File: config.mk
export PLATFORM = sky130hd
export DESIGN_NAME = lcdc_decode
export DESIGN_NICKNAME = d
export VERILOG_FILES = /design/src/rtl/lcdc_pkg.sv /design/src/rtl/lcdc_decode.sv /design/src/rtl/lcdc_row_map.sv /design/src/rtl/lcdc_sync.sv
export VERILOG_INCLUDE_DIRS = /design/src /design/src/rtl
export SDC_FILE = /design/constraint.sdc
export NUM_CORES = 1
export LEC_CHECK = 0
export BUFFER_PORTS_ARGS = -buffer_cell sky130_fd_sc_hd__clkbuf_2
export CAP_MARGIN = 40
export CORE_MARGIN = 4
export CORE_UTILIZATION = 48
export CTS_CLUSTER_DIAMETER = 80
export CTS_CLUSTER_SIZE = 16
export DETAILED_ROUTE_END_ITERATION = 8
export GPL_ROUTABILITY_DRIVEN = 1
export PLACE_DENSITY = 0.76
export SYNTH_ARGS = -nofsm -noshare
export SYNTH_HDL_FRONTEND = slang
export SYNTH_SLANG_ARGS = --single-unit
File: constraint.sdc
create_clock -name ref_clk -period 2.4 [get_ports ref_clk]
set_input_delay 0.36 -clock ref_clk [delete_from_list [all_inputs] [get_ports ref_clk]]
set_output_delay 0.36 -clock ref_clk [all_outputs]
set_load 0.01 [all_outputs]
File: src/rtl/lcdc_cfg.svh
// lcdc_cfg.svh: command codes, field positions, limits and reset values
// assumes: included by bare name inside rtl files of the lcdc block
`ifndef LCDC_CFG_SVH
`define LCDC_CFG_SVH
// command byte masks and match values
`define LCDC_FSET_MASK 8'hE0
`define LCDC_FSET_VAL 8'h20
`define LCDC_XADR_MASK 8'h80
`define LCDC_XADR_VAL 8'h80
`define LCDC_YADR_MASK 8'hF0
`define LCDC_YADR_VAL 8'h40
`define LCDC_STG_MASK 8'hFC
`define LCDC_STG_VAL 8'h10
`define LCDC_DCTL_MASK 8'hFA
`define LCDC_DCTL_VAL 8'h08
`define LCDC_RNG_MASK 8'hFE
`define LCDC_RNG_VAL 8'h04
`define LCDC_CONTR_MASK 8'h80
`define LCDC_CONTR_VAL 8'h80
`define LCDC_BIAS_MASK 8'hF8
`define LCDC_BIAS_VAL 8'h10
`define LCDC_DCFG_MASK 8'hF8
`define LCDC_DCFG_VAL 8'h08
`define LCDC_TEMP_MASK 8'hFC
`define LCDC_TEMP_VAL 8'h04
// field positions in a command byte
`define LCDC_FS_SLEEP 2
`define LCDC_FS_VERT 1
`define LCDC_FS_PAGE 0
`define LCDC_FS_COLF 4
`define LCDC_FS_ROWF 3
`define LCDC_DC_D 2
`define LCDC_DC_E 0
`define LCDC_CF_ORDER 2
`define LCDC_CF_TOP 1
`define LCDC_CF_BOT 0
// address limits
`define LCDC_BANK_MAX 4'h8
`define LCDC_COL_MAX 7'h65
`define LCDC_COL_MIRROR 7'h64
`define LCDC_BANK8_MASK 8'h80
`define LCDC_ROW_LAST 7'h40
`define LCDC_TOP_A_LO 7'h13
`define LCDC_TOP_A_HI 7'h20
`define LCDC_TOP_B_LO 7'h33
`define LCDC_TOP_B_HI 7'h40
`define LCDC_BOT_A_LO 7'h00
`define LCDC_BOT_A_HI 7'h12
`define LCDC_BOT_B_LO 7'h21
`define LCDC_BOT_B_HI 7'h32
// reset values and value bases
`define LCDC_RST_SLEEP 1'b1
`define LCDC_RST_PWR 5'h08
`define LCDC_MULT_BASE 3'h2
`define LCDC_BIAS_TOP 3'h7
`endif

File: src/rtl/lcdc_pkg.sv
// lcdc_pkg: types shared by the lcdc design files
// assumes: nothing beyond the compile order
package lcdc_pkg;
  typedef enum logic [1:0] {LCDC_BLANK, LCDC_NORMAL, LCDC_ALL_ON, LCDC_INVERSE} lcdc_mode_t;
  typedef struct packed {
    logic sleep_flag;
    logic addr_vertical;
    logic ext_page;
    logic column_flip;
    logic row_flip;
    logic [1:0] disp_de;
    logic top_row_flip;
    logic bottom_row_flip;
    logic lsb_on_top;
    logic [1:0] mult_sel;
    logic [1:0] temp_coeff_sel;
    logic [2:0] bias_ratio_sel;
    logic [6:0] contrast_level;
    logic vlcd_range_high;
  } lcdc_cfg_t;
  typedef struct packed {
    logic wr_en;
    logic [3:0] bank;
    logic [6:0] col;
    logic [7:0] data;
    logic [7:0] mask;
  } lcdc_ramwr_t;
endpackage

File: src/rtl/lcdc_decode.sv
// lcdc_decode: command decoder and configuration state of the lcd driver
// assumes: command bytes arrive on ref_clk from the host interface logic
// What this block does
// sleep grounds outputs, stops bias and vlcd generators, ram still writable.
// sleep stops the internal oscillator; an external clock keeps logic running.
// order bit 0 steps horizontally, 1 steps vertically.
// basic page executes display control, stages, bank and column commands.
// extended page executes extended commands instead of basic ones.
// data write and function set execute on either page.
// column flip 1 reverses column placement of later writes.
// host rewrites ram after changing column flip to mirror the picture.
// row flip mirrors the picture vertically at once.
// two display-mode bits select the active display mode.
// top-row flip reverses drivers 19-32 and 51-64.
// bottom-row flip reverses drivers 0-18 and 33-50.
// four-bit bank index picks bank 0 to 8, columns 0 to 101.
// bank 8 stores only the data byte's top bit.
// column index accepts 0 to 101 (0x65).
// multiplier resets to factor two; others only by stages command.
// two-bit field picks one of four temperature coefficients.
// bias factor n equals 7 minus the bias field.
// range bit picks low or high voltage offset, same step.
// seven-bit contrast code, each step one fixed voltage increment.
// charge pump off while contrast code and range bit are zero.
// mode pair 00 blank, 10 normal, 01 all on, 11 inverse.
// reset clears addresses, horizontal, basic page, no mirror, blank, sleep.
// writes to bank above 8 or column above 101 are ignored.
`timescale 1ns/1ns
`default_nettype none
`include "lcdc_cfg.svh"
module lcdc_decode
  import lcdc_pkg::*;
(
  input wire logic ref_clk,
  input wire logic rst,
  input wire logic cmd_valid,
  input wire logic cmd_is_data,
  input wire logic [7:0] cmd_byte,
  input wire logic ext_clk_sel,
  input wire logic [6:0] scan_row,
  output lcdc_cfg_t cfg,
  output lcdc_mode_t disp_mode,
  output lcdc_ramwr_t ram_wr,
  output logic [3:0] bank_addr,
  output logic [6:0] col_addr,
  output logic [6:0] drv_row,
  output logic osc_enable,
  output logic lcd_outputs_off,
  output logic bias_gen_en,
  output logic vlcd_gen_en,
  output logic charge_pump_en,
  output logic [2:0] mult_factor,
  output logic [2:0] bias_n
);

  // ****************************************
  // state
  // ****************************************
  lcdc_cfg_t cfg_reg, cfg_next;
  lcdc_ramwr_t wr_reg, wr_next;
  logic [3:0] yadr_reg, yadr_next;
  logic [6:0] xadr_reg, xadr_next;
  logic [6:0] row_reg, row_next;
  lcdc_mode_t mode_reg, mode_next;
  logic [4:0] pwr_reg, pwr_next;
  logic [2:0] mult_reg, mult_next;
  logic [2:0] bias_reg, bias_next;
  logic ext_clk_sync;
  logic [6:0] row_map;
  logic in_range;
  logic [6:0] phys_col;

  lcdc_sync u_sync (
    .ref_clk(ref_clk),
    .rst(rst),
    .d(ext_clk_sel),
    .q(ext_clk_sync)
  );

  lcdc_row_map u_row_map (
    .row(scan_row),
    .row_flip(cfg_reg.row_flip),
    .top_row_flip(cfg_reg.top_row_flip),
    .bottom_row_flip(cfg_reg.bottom_row_flip),
    .drv(row_map)
  );

  // ****************************************
  // command decode and address stepping
  // ****************************************
  always_comb begin
    cfg_next = cfg_reg;
    yadr_next = yadr_reg;
    xadr_next = xadr_reg;
    wr_next = wr_reg;
    wr_next.wr_en = 1'b0;
    // bank and column bounds; R15: column up to 0x65
    in_range = (yadr_reg <= `LCDC_BANK_MAX) && (xadr_reg <= `LCDC_COL_MAX);
    // mirrored column placement
    phys_col = (cfg_reg.column_flip && xadr_reg <= `LCDC_COL_MIRROR) ?
      7'(`LCDC_COL_MIRROR - xadr_reg) : xadr_reg;
    if (cmd_valid && cmd_is_data) begin
      // data accepted on either page; R1: also while asleep
      // out-of-range writes dropped
      if (in_range) begin
        wr_next.wr_en = 1'b1;
        wr_next.bank = yadr_reg;
        wr_next.col = phys_col;
        wr_next.data = cmd_byte;
        // bank 8 keeps only the top bit
        wr_next.mask = (yadr_reg == `LCDC_BANK_MAX) ? `LCDC_BANK8_MASK : 8'hFF;
        // stepping order
        if (!cfg_reg.addr_vertical) begin
          if (xadr_reg == `LCDC_COL_MAX) begin
            xadr_next = 7'h00;
            yadr_next = (yadr_reg == `LCDC_BANK_MAX) ? 4'h0 : yadr_reg + 4'h1;
          end else begin
            xadr_next = xadr_reg + 7'h01;
          end
        end else begin
          if (yadr_reg == `LCDC_BANK_MAX) begin
            yadr_next = 4'h0;
            xadr_next = (xadr_reg == `LCDC_COL_MAX) ? 7'h00 : xadr_reg + 7'h01;
          end else begin
            yadr_next = yadr_reg + 4'h1;
          end
        end
      end
    end else if (cmd_valid) begin
      // function set on either page
      if ((cmd_byte & `LCDC_FSET_MASK) == `LCDC_FSET_VAL) begin
        cfg_next.sleep_flag = cmd_byte[`LCDC_FS_SLEEP];
        cfg_next.addr_vertical = cmd_byte[`LCDC_FS_VERT];
        cfg_next.ext_page = cmd_byte[`LCDC_FS_PAGE];
        // column flip; R9: row flip
        cfg_next.column_flip = cmd_byte[`LCDC_FS_COLF];
        cfg_next.row_flip = cmd_byte[`LCDC_FS_ROWF];
      end else if (!cfg_reg.ext_page) begin
        // basic page commands
        if ((cmd_byte & `LCDC_XADR_MASK) == `LCDC_XADR_VAL) begin
          xadr_next = cmd_byte[6:0];
        end else if ((cmd_byte & `LCDC_YADR_MASK) == `LCDC_YADR_VAL) begin
          yadr_next = cmd_byte[3:0];
        end else if ((cmd_byte & `LCDC_STG_MASK) == `LCDC_STG_VAL) begin
          // multiplier changes only here
          cfg_next.mult_sel = cmd_byte[1:0];
        end else if ((cmd_byte & `LCDC_DCTL_MASK) == `LCDC_DCTL_VAL) begin
          // display mode pair
          cfg_next.disp_de = {cmd_byte[`LCDC_DC_D], cmd_byte[`LCDC_DC_E]};
        end else if ((cmd_byte & `LCDC_RNG_MASK) == `LCDC_RNG_VAL) begin
          // voltage range select
          cfg_next.vlcd_range_high = cmd_byte[0];
        end
      end else begin
        // extended page commands
        if ((cmd_byte & `LCDC_CONTR_MASK) == `LCDC_CONTR_VAL) begin
          // contrast code
          cfg_next.contrast_level = cmd_byte[6:0];
        end else if ((cmd_byte & `LCDC_BIAS_MASK) == `LCDC_BIAS_VAL) begin
          cfg_next.bias_ratio_sel = cmd_byte[2:0];
        end else if ((cmd_byte & `LCDC_DCFG_MASK) == `LCDC_DCFG_VAL) begin
          // top and bottom row flip bits act through the row map, reaching drv_row one cycle after cfg
          cfg_next.lsb_on_top = cmd_byte[`LCDC_CF_ORDER];
          cfg_next.top_row_flip = cmd_byte[`LCDC_CF_TOP];
          cfg_next.bottom_row_flip = cmd_byte[`LCDC_CF_BOT];
        end else if ((cmd_byte & `LCDC_TEMP_MASK) == `LCDC_TEMP_VAL) begin
          // temperature coefficient
          cfg_next.temp_coeff_sel = cmd_byte[1:0];
        end
      end
    end
  end

  // ****************************************
  // derived outputs
  // ****************************************
  always_comb begin
    row_next = row_map;
    // mode pair decode
    case (cfg_reg.disp_de)
      2'b10: mode_next = LCDC_NORMAL;
      2'b01: mode_next = LCDC_ALL_ON;
      2'b11: mode_next = LCDC_INVERSE;
      default: mode_next = LCDC_BLANK;
    endcase
    // sleep grounds outputs and stops generators
    // oscillator stopped in sleep or when an external clock is used
    // charge pump off on zero code and low range
    pwr_next = {!cfg_reg.sleep_flag && !ext_clk_sync,
      cfg_reg.sleep_flag,
      !cfg_reg.sleep_flag,
      !cfg_reg.sleep_flag,
      !cfg_reg.sleep_flag && (cfg_reg.contrast_level != 7'h00 || cfg_reg.vlcd_range_high)};
    // factor is two plus the stage field
    mult_next = `LCDC_MULT_BASE + {1'b0, cfg_reg.mult_sel};
    // n is seven minus the bias field
    bias_next = `LCDC_BIAS_TOP - cfg_reg.bias_ratio_sel;
  end

  // ****************************************
  // registers
  // ****************************************
  always_ff @(posedge ref_clk or posedge rst) begin
    if (rst) begin
      // reset state
      cfg_reg <= '0;
      cfg_reg.sleep_flag <= `LCDC_RST_SLEEP;
      wr_reg <= '0;
      yadr_reg <= 4'h0;
      xadr_reg <= 7'h00;
      row_reg <= 7'h00;
      mode_reg <= LCDC_BLANK;
      pwr_reg <= `LCDC_RST_PWR;
      mult_reg <= `LCDC_MULT_BASE;
      bias_reg <= `LCDC_BIAS_TOP;
    end else begin
      cfg_reg <= cfg_next;
      wr_reg <= wr_next;
      yadr_reg <= yadr_next;
      xadr_reg <= xadr_next;
      row_reg <= row_next;
      mode_reg <= mode_next;
      pwr_reg <= pwr_next;
      mult_reg <= mult_next;
      bias_reg <= bias_next;
    end
  end

  assign cfg = cfg_reg;
  assign disp_mode = mode_reg;
  assign ram_wr = wr_reg;
  assign bank_addr = yadr_reg;
  assign col_addr = xadr_reg;
  assign drv_row = row_reg;
  assign osc_enable = pwr_reg[4];
  assign lcd_outputs_off = pwr_reg[3];
  assign bias_gen_en = pwr_reg[2];
  assign vlcd_gen_en = pwr_reg[1];
  assign charge_pump_en = pwr_reg[0];
  assign mult_factor = mult_reg;
  assign bias_n = bias_reg;

  logic fset_cmd;
  assign fset_cmd = cmd_valid && !cmd_is_data &&
    ((cmd_byte & `LCDC_FSET_MASK) == `LCDC_FSET_VAL);
endmodule // lcdc_decode
`default_nettype wire

File: src/rtl/lcdc_row_map.sv
// lcdc_row_map: maps a scan row to its row driver index
// assumes: row is 0 to 64; result is combinational
`timescale 1ns/1ns
`default_nettype none
`include "lcdc_cfg.svh"
module lcdc_row_map (
  input wire logic [6:0] row,
  input wire logic row_flip,
  input wire logic top_row_flip,
  input wire logic bottom_row_flip,
  output logic [6:0] drv
);
  logic [6:0] r;
  always_comb begin
    // vertical mirror
    r = row_flip ? 7'(`LCDC_ROW_LAST - row) : row;
    drv = r;
    // top pad blocks reversed
    if (top_row_flip && r >= `LCDC_TOP_A_LO && r <= `LCDC_TOP_A_HI) begin
      drv = 7'(`LCDC_TOP_A_LO + `LCDC_TOP_A_HI - r);
    end
    if (top_row_flip && r >= `LCDC_TOP_B_LO && r <= `LCDC_TOP_B_HI) begin
      drv = 7'(`LCDC_TOP_B_LO + `LCDC_TOP_B_HI - r);
    end
    // bottom pad blocks reversed
    if (bottom_row_flip && r <= `LCDC_BOT_A_HI) begin
      drv = 7'(`LCDC_BOT_A_LO + `LCDC_BOT_A_HI - r);
    end
    if (bottom_row_flip && r >= `LCDC_BOT_B_LO && r <= `LCDC_BOT_B_HI) begin
      drv = 7'(`LCDC_BOT_B_LO + `LCDC_BOT_B_HI - r);
    end
  end
endmodule // lcdc_row_map
`default_nettype wire

File: src/rtl/lcdc_sync.sv
// lcdc_sync: two-flop synchroniser for one level
// assumes: d is asynchronous to ref_clk
`timescale 1ns/1ns
`default_nettype none
module lcdc_sync (
  input wire logic ref_clk,
  input wire logic rst,
  input wire logic d,
  output logic q
);
  logic meta_reg;
  logic sync_reg;
  always_ff @(posedge ref_clk or posedge rst) begin
    if (rst) begin
      meta_reg <= 1'b0;
      sync_reg <= 1'b0;
    end else begin
      meta_reg <= d;
      sync_reg <= meta_reg;
    end
  end
  assign q = sync_reg;
endmodule // lcdc_sync
`default_nettype wire
==> reports/summary.txt, run 1 <==
Clock group share of total power -> 0.216
Power Density -> 914.1 mW/mm^2
Period minus WS final -> 2368 ps
Final worst path period share -> 0.9865
P&R area growth vs syn -> 26.40%
Leak pwr -> 2.453 nW
Layout Cells excl Fill -> 614
Simple-Gate Fraction of Synth Area -> 0.1406
Worst setup path class -> reg2reg
YS warnings -> 0
DIE WIDTH -> 99.45 um
Setup crit start kind -> flop
FFs w/ async S/R, synth -> 1.000
Setup crit start -> cfg[20]
Rows -> 33
Hold Fails Final Rpt -> 0
Startpoint of the worst register-to-register path -> cfg[20]
Diodes inserted -> 0
Most frequent cells in the layout -> clkbuf_2 (102), dfrtp_1 (72), buf_4 (40)
Dominant synthesized flop cell -> dfrtp_1
Sequential fraction of the synthesis area -> 0.4944
Finished Cell Area -> 0.005074 sq mm
Post-synthesis mux area share -> 0.1047
Most common cell after layout, fill and taps aside -> clkbuf_2
Die Y -> 99.45 um
Drt first pass iters -> 4
Status -> finished clean
Pint -> 2.974 mW
Clock tree sinks -> 79
Core region area -> 0.008175 sq mm
HP Class -> in2async
Worst EP arrival -> 2590 ps
Clock-pin slew on the worst setup and hold paths -> 80 ps
Post-Route Utilization -> 0.6206
Antenna viol nets, final -> 0
Routed vias/inst -> 5.394
DP Worst Slack -> -243.5 ps
CTS tree -> yes
Combinational family with the most area after synthesis -> simple AND/OR/NAND/NOR gates
Die ar. -> 0.009889 sq mm
Vias in the first global route -> 3257
Vias -> 3312
DRC Markers -> 0
Psw -> 1.664 mW
Skew final -> 16.14 ps
CP Capture Type -> flop
Share of cells above drive strength 1 -> 0.4342
Largest net degree at the start of global routing -> 51
Combinational power share -> 0.364
RSZ-0062 raised after global routing -> true
Unique masters post-synth -> 55
H-tree depth -> 3
FILL cells -> 708
Post-route setup slack -> 32.29 ps
Detailed Place HPWL -> 7.158 mm
Drt wl/cell -> 16.16 um
Post-synth EDFFs -> 0
Synthesis-stage register bit count -> 79
Max reg flops -> 25
Number of placed instances, taps included -> 590
Routed wire length -> 9.921 mm
Post-Synth Adder-Cell Area -> 0.03117
CP max FO -> 6
Total Routing Usage GR -> 0.1983
Syn_nets -> 410
Sequential share of power -> 0.420
Initial cell density of the core -> 0.4910
CTS max path bufs -> 2
Slew Viols, Final -> 0
Slew of the pin with the lowest slew margin -> 587.3 ps
Xor and xnor area share after synthesis -> 0.02868
Worst EP required -> 2620 ps
Synthesized instance count -> 380
Total power -> 4.638 mW
Routability congestion estimate -> 0.9280
Post-synthesis compound-gate area fraction -> 0.1356
Clock Tree Root -> clkbuf_8
Sw frac -> 0.3588
Peak VDD IR -> 563.3 uV
First-pass GRT wire length -> 15.64 mm
Fmax -> 422.3 MHz
Final nets -> 534
Hold Buf Count CTS -> 0
Remaining global-route overflow -> 0
Syn avg cell area -> 10.56 sq um
Clk_lat worst skew -> 350 ps
First DRT Iteration DRCs -> 121
Num CTS Buffers -> 9
Dpl cell area -> 0.004756 sq mm
Count of buffers from port buffering -> 103
Slew headroom -> 0.6049
Total of max-cap violations -> 0
Mapped Area -> 0.004014 sq mm
Initial antenna violation count -> 0
I/O pin cnt -> 104
Final Setup Violations -> 0
## cell usage after synthesis, types with 2 or more instances
library cell  count  area share
a21oi_1          15       0.019
o22ai_1           3      0.0047
or2_2             2      0.0031
nand2b_1          8       0.012
a31oi_1           2      0.0031
inv_1            20       0.019
a21o_1            3      0.0056
a221oi_1          2      0.0044
a21boi_0          2      0.0037
nor3b_1           6       0.011
nand4b_1          2      0.0044
nor3_1            7      0.0087
mux2i_1           6       0.015
and2_1            2      0.0031
dfstp_2           6       0.039
nand3_1           9       0.011
and3_1            3      0.0047
nor2b_1           4      0.0062
clkbuf_1         12       0.011
nor2_1           21       0.020
o211ai_1          2      0.0037
xnor2_1           3      0.0065
o21a_1            2      0.0037
a32oi_1           3      0.0065
a221o_1           3      0.0075
o21ai_0          35       0.044
o31ai_1           2      0.0037
nor4_1            3      0.0047
nand2_1          30       0.028
xor2_1            7       0.015
buf_4            16       0.030
nand3b_1          2      0.0037
ha_1             10       0.031
nand4_1           3      0.0047
dfrtp_1          73        0.46
mux2_2           32       0.090
## area by class of cell
cell class,count,area (sq um),share of cell area
well taps,105,131.4,0.02589
clock inverters,6,67.56,0.01332
clock buffers,10,137.6,0.02713
inverters,20,80.08,0.01578
multi-input cells,250,1829,0.3605
repair buffers,144,842.1,0.1660
flip-flops and latches,79,1986,0.3914
## critical path, stage by stage, from the launching register on
cell	delay, ps
dfrtp_2	470
buf_6	160
buf_4	130
a32oi_1	360
nor4_1	90
or4_1	600
and4_1	220
a211o_1	220
## metrics by stage
stage          setup TNS, ps  hold slack (ps)
6_report                   0            18.32
5_1_grt               -45.94            45.65
4_1_cts                    0            16.64
3_5_place_dp           -1068            338.9
3_3_place_gp          -396.4            336.3
2_1_floorplan         -548.4            331.2
## kinds of logic after synthesis
logic type	after synthesis
and+or+nand+nor	108
AOI/OAI and AO/OA	83
DFF	79
buffers and inverters	51
muxes	38
xor gates and xnor gates	11
adders and majority gates	10
## per-layer routing
| metal | routed length, um | vias to the layer above | GRT usage |
|---|---|---|---|
| met3 | 668 | 8 | 0.05470 |
| met5 | 0 | - | 0 |
| met1 | 4333 | 1633 | 0.2626 |
| met4 | 88 | 0 | 0.05672 |
| li1 | - | 1562 | - |
| met2 | 4830 | 109 | 0.3213 |
## worst paths after layout
path	end	slack, ps	cells past startpoint
worst max-delay path	drv_row[1]	30	7
worst min-delay path	cfg[20]	20	2
worst max register to register	drv_row[1]	30	7
worst min register to register	u_sync.q	360	0
max in group asynchronous	cfg[24]	1700	3
min in group ref_clk	u_sync.meta_reg	110	1
## what timing repair did
item                                    in CTS  in global routing
pin swaps                                    0                  7
endpoints found under the setup margin       1                 11
buffers inserted                             0                  8
gates resized for setup                      1                 16
## power groups by stage
stage | sequential (mW) | clock, mW | combinational (mW)
after floorplan | 2.09 | 0 | 0.818
after global placement | 1.96 | 0 | 1.59
after detailed placement | 1.97 | 0 | 1.62
after CTS | 1.95 | 1.04 | 1.64
after global routing | 2.00 | 1.08 | 1.86
final | 1.95 | 1.00 | 1.69
(Power assumes the default switching activity.)
==> run 2, diff against run 1 <==
- CORE_ASPECT_RATIO: unset -> 0.5
==> reports/summary.txt, run 2 (synthesis results as in run 1) <==
Status -> finished clean
H-tree depth -> 3 (unchanged)
DIE WIDTH -> 137.3 um (+38%)
Worst setup path class -> reg2reg
Slew headroom -> 0.5788 (-0.02617)
Clock-pin slew on the worst setup and hold paths -> 60 ps (-20 ps)
Worst EP arrival -> 2500 ps (-90 ps)
Peak VDD IR -> 528.3 uV (-6.2%)
First-pass GRT wire length -> 16.06 mm (+2.7%)
Slew of the pin with the lowest slew margin -> 626.2 ps (+38.91 ps)
Psw -> 1.653 mW (-0.68%)
DRC Markers -> 0 (unchanged)
Slew Viols, Final -> 0 (unchanged)
Pint -> 3.188 mW (+7.2%)
CP Capture Type -> flop
Initial antenna violation count -> 0 (unchanged)
Period minus WS final -> 2291 ps (-77.13 ps)
Detailed Place HPWL -> 7.132 mm (-0.36%)
Reg area -> 0.001986 sq mm (unchanged)
CP max FO -> 8 (+2)
Clock Tree Root -> clkbuf_16
Most common cell after layout, fill and taps aside -> clkbuf_2
P&R area growth vs syn -> 26.40% (unchanged)
I/O pin cnt -> 104 (unchanged)
Startpoint of the worst register-to-register path -> col_addr[1]
FILL cells -> 673 (-4.9%)
Clock group share of total power -> 0.257 (+0.041)
Skew final -> 6.824 ps (-9.312 ps)
Drt wl/cell -> 16.00 um (-1.0%)
Routed wire length -> 9.853 mm (-0.69%)
Total of max-cap violations -> 0 (unchanged)
Final Setup Violations -> 0 (unchanged)
Final nets -> 529 (-0.94%)
Routed vias/inst -> 5.278 (-2.2%)
Area of the multi-input gates -> 0.001797 sq mm (-1.8%)
Num CTS Buffers -> 9 (unchanged)
Total Routing Usage GR -> 0.2060 (+0.007703)
Remaining global-route overflow -> 0 (unchanged)
Core region area -> 0.008058 sq mm (-1.4%)
HP Class -> in2async
Die ar. -> 0.009978 sq mm (+0.89%)
Diodes inserted -> 0 (unchanged)
CTS tree -> yes
Share of cells above drive strength 1 -> 0.4127 (-0.02149)
Initial cell density of the core -> 0.4981 (+0.007166)
Sequential share of power -> 0.404 (-0.016)
Routability congestion estimate -> 0.8324 (-10%)
Vias -> 3251 (-1.8%)
Antenna viol nets, final -> 0 (unchanged)
Setup crit start kind -> flop
Vias in the first global route -> 3124 (-4.1%)
Setup crit start -> col_addr[1]
Total power -> 4.841 mW (+4.4%)
Max reg flops -> 25 (unchanged)
Power Density -> 954.1 mW/mm^2 (+4.4%)
Largest net degree at the start of global routing -> 80 (+57%)
Post-Route Utilization -> 0.6297 (+0.009058)
Drt first pass iters -> 7 (+3)
Combinational power share -> 0.339 (-0.025)
First DRT Iteration DRCs -> 207 (+71%)
Fmax -> 436.6 MHz (+3.4%)
Rows -> 23 (-30%)
CTS max path bufs -> 2 (unchanged)
Final worst path period share -> 0.9544 (-0.03214)
Most frequent cells in the layout -> clkbuf_2 (103), dfrtp_1 (72), buf_4 (35)
Clk_lat worst skew -> 330 ps (-20 ps)
Hold Slack -> 69.69 ps (+51.37 ps)
Hold Fails Final Rpt -> 0 (unchanged)
Sw frac -> 0.3414 (-0.01736)
Worst EP required -> 2610 ps (about the same)
Leak pwr -> 2.444 nW (-0.38%)
Die Y -> 72.66 um (-27%)
Count of buffers from port buffering -> 103 (unchanged)
Clock tree sinks -> 79 (unchanged)
run 2: changes by cell type in the layout (fill, tap and decap cells not counted), sizes merged:
| cell | change |
|---|---|
| buf | -6 |
| bufinv | -1 |
| clkbuf | +6 |
| clkinv | -1 |
| clkinvlp | -2 |
| inv | -1 |
run 2: worst paths after layout:
check / endpoint / slack (ps) / cells past startpoint
setup / recovery: bank_addr[0] / 110 / 8
hold / removal: drv_row[3] / 70 / 3
setup reg to reg: bank_addr[0] / 110 / 8
hold reg to reg: u_sync.q / 350 / 0
max in group asynchronous: bias_n[2] / 1940 / 3
min in group ref_clk: u_sync.meta_reg / 130 / 1
run 2: stage by stage:
stage,setup slack [ps],cell area [sq um],cells,TNS [ps]
2_1_floorplan,-206.3,4033,380,-548.4
3_3_place_gp,-152.0,4772,598,-522.8
3_5_place_dp,-215.9,4772,598,-838.8
4_1_cts,52.92,5045,614,0
5_1_grt,-4.876,5074,616,-4.876
6_report,109.4,5074,616,0
run 2: critical path: stages, from the launching register on:
cell	delay, ps
dfrtp_1	450
inv_1	130
ha_1	180
nand3_1	120
a21o_1	240
a21o_1	210
o32a_2	450
a221o_1	270
a21boi_0	120
run 2: final cells by class:
type | instances | area share
sequential | 79 | 0.3914
inverter | 20 | 0.01578
tap | 112 | 0.02762
multi-input combinational | 250 | 0.3541
clock buffer | 15 | 0.05277
timing repair buffer | 139 | 0.1573
clock inverter | 1 | 0.0009864
run 2: what timing repair did:
item                                    in CTS  in global routing
hold buffers                                 0                  0
resized for setup                            0                  6
buffers inserted                             0                  2
endpoints found under the setup margin       0                 13
run 2: routing by layer:
metal  GRT usage  up-vias  wire length [um]
met2      0.3364      109              4764
met3     0.05510       21               577
li1            -     1562                 -
met5           0        -                 0
met4     0.06637        0               172
met1      0.2712     1559              4339
run 2: power groups by stage:
stage          Sequential, mW  Combinational (mW)  Clock [mW]
6_report                 1.95                1.64        1.25
3_3_place_gp             1.95                1.61           0
4_1_cts                  1.95                1.65        1.27
3_5_place_dp             1.97                1.64           0
2_1_floorplan            2.09               0.818           0
5_1_grt                  1.99                1.81        1.34
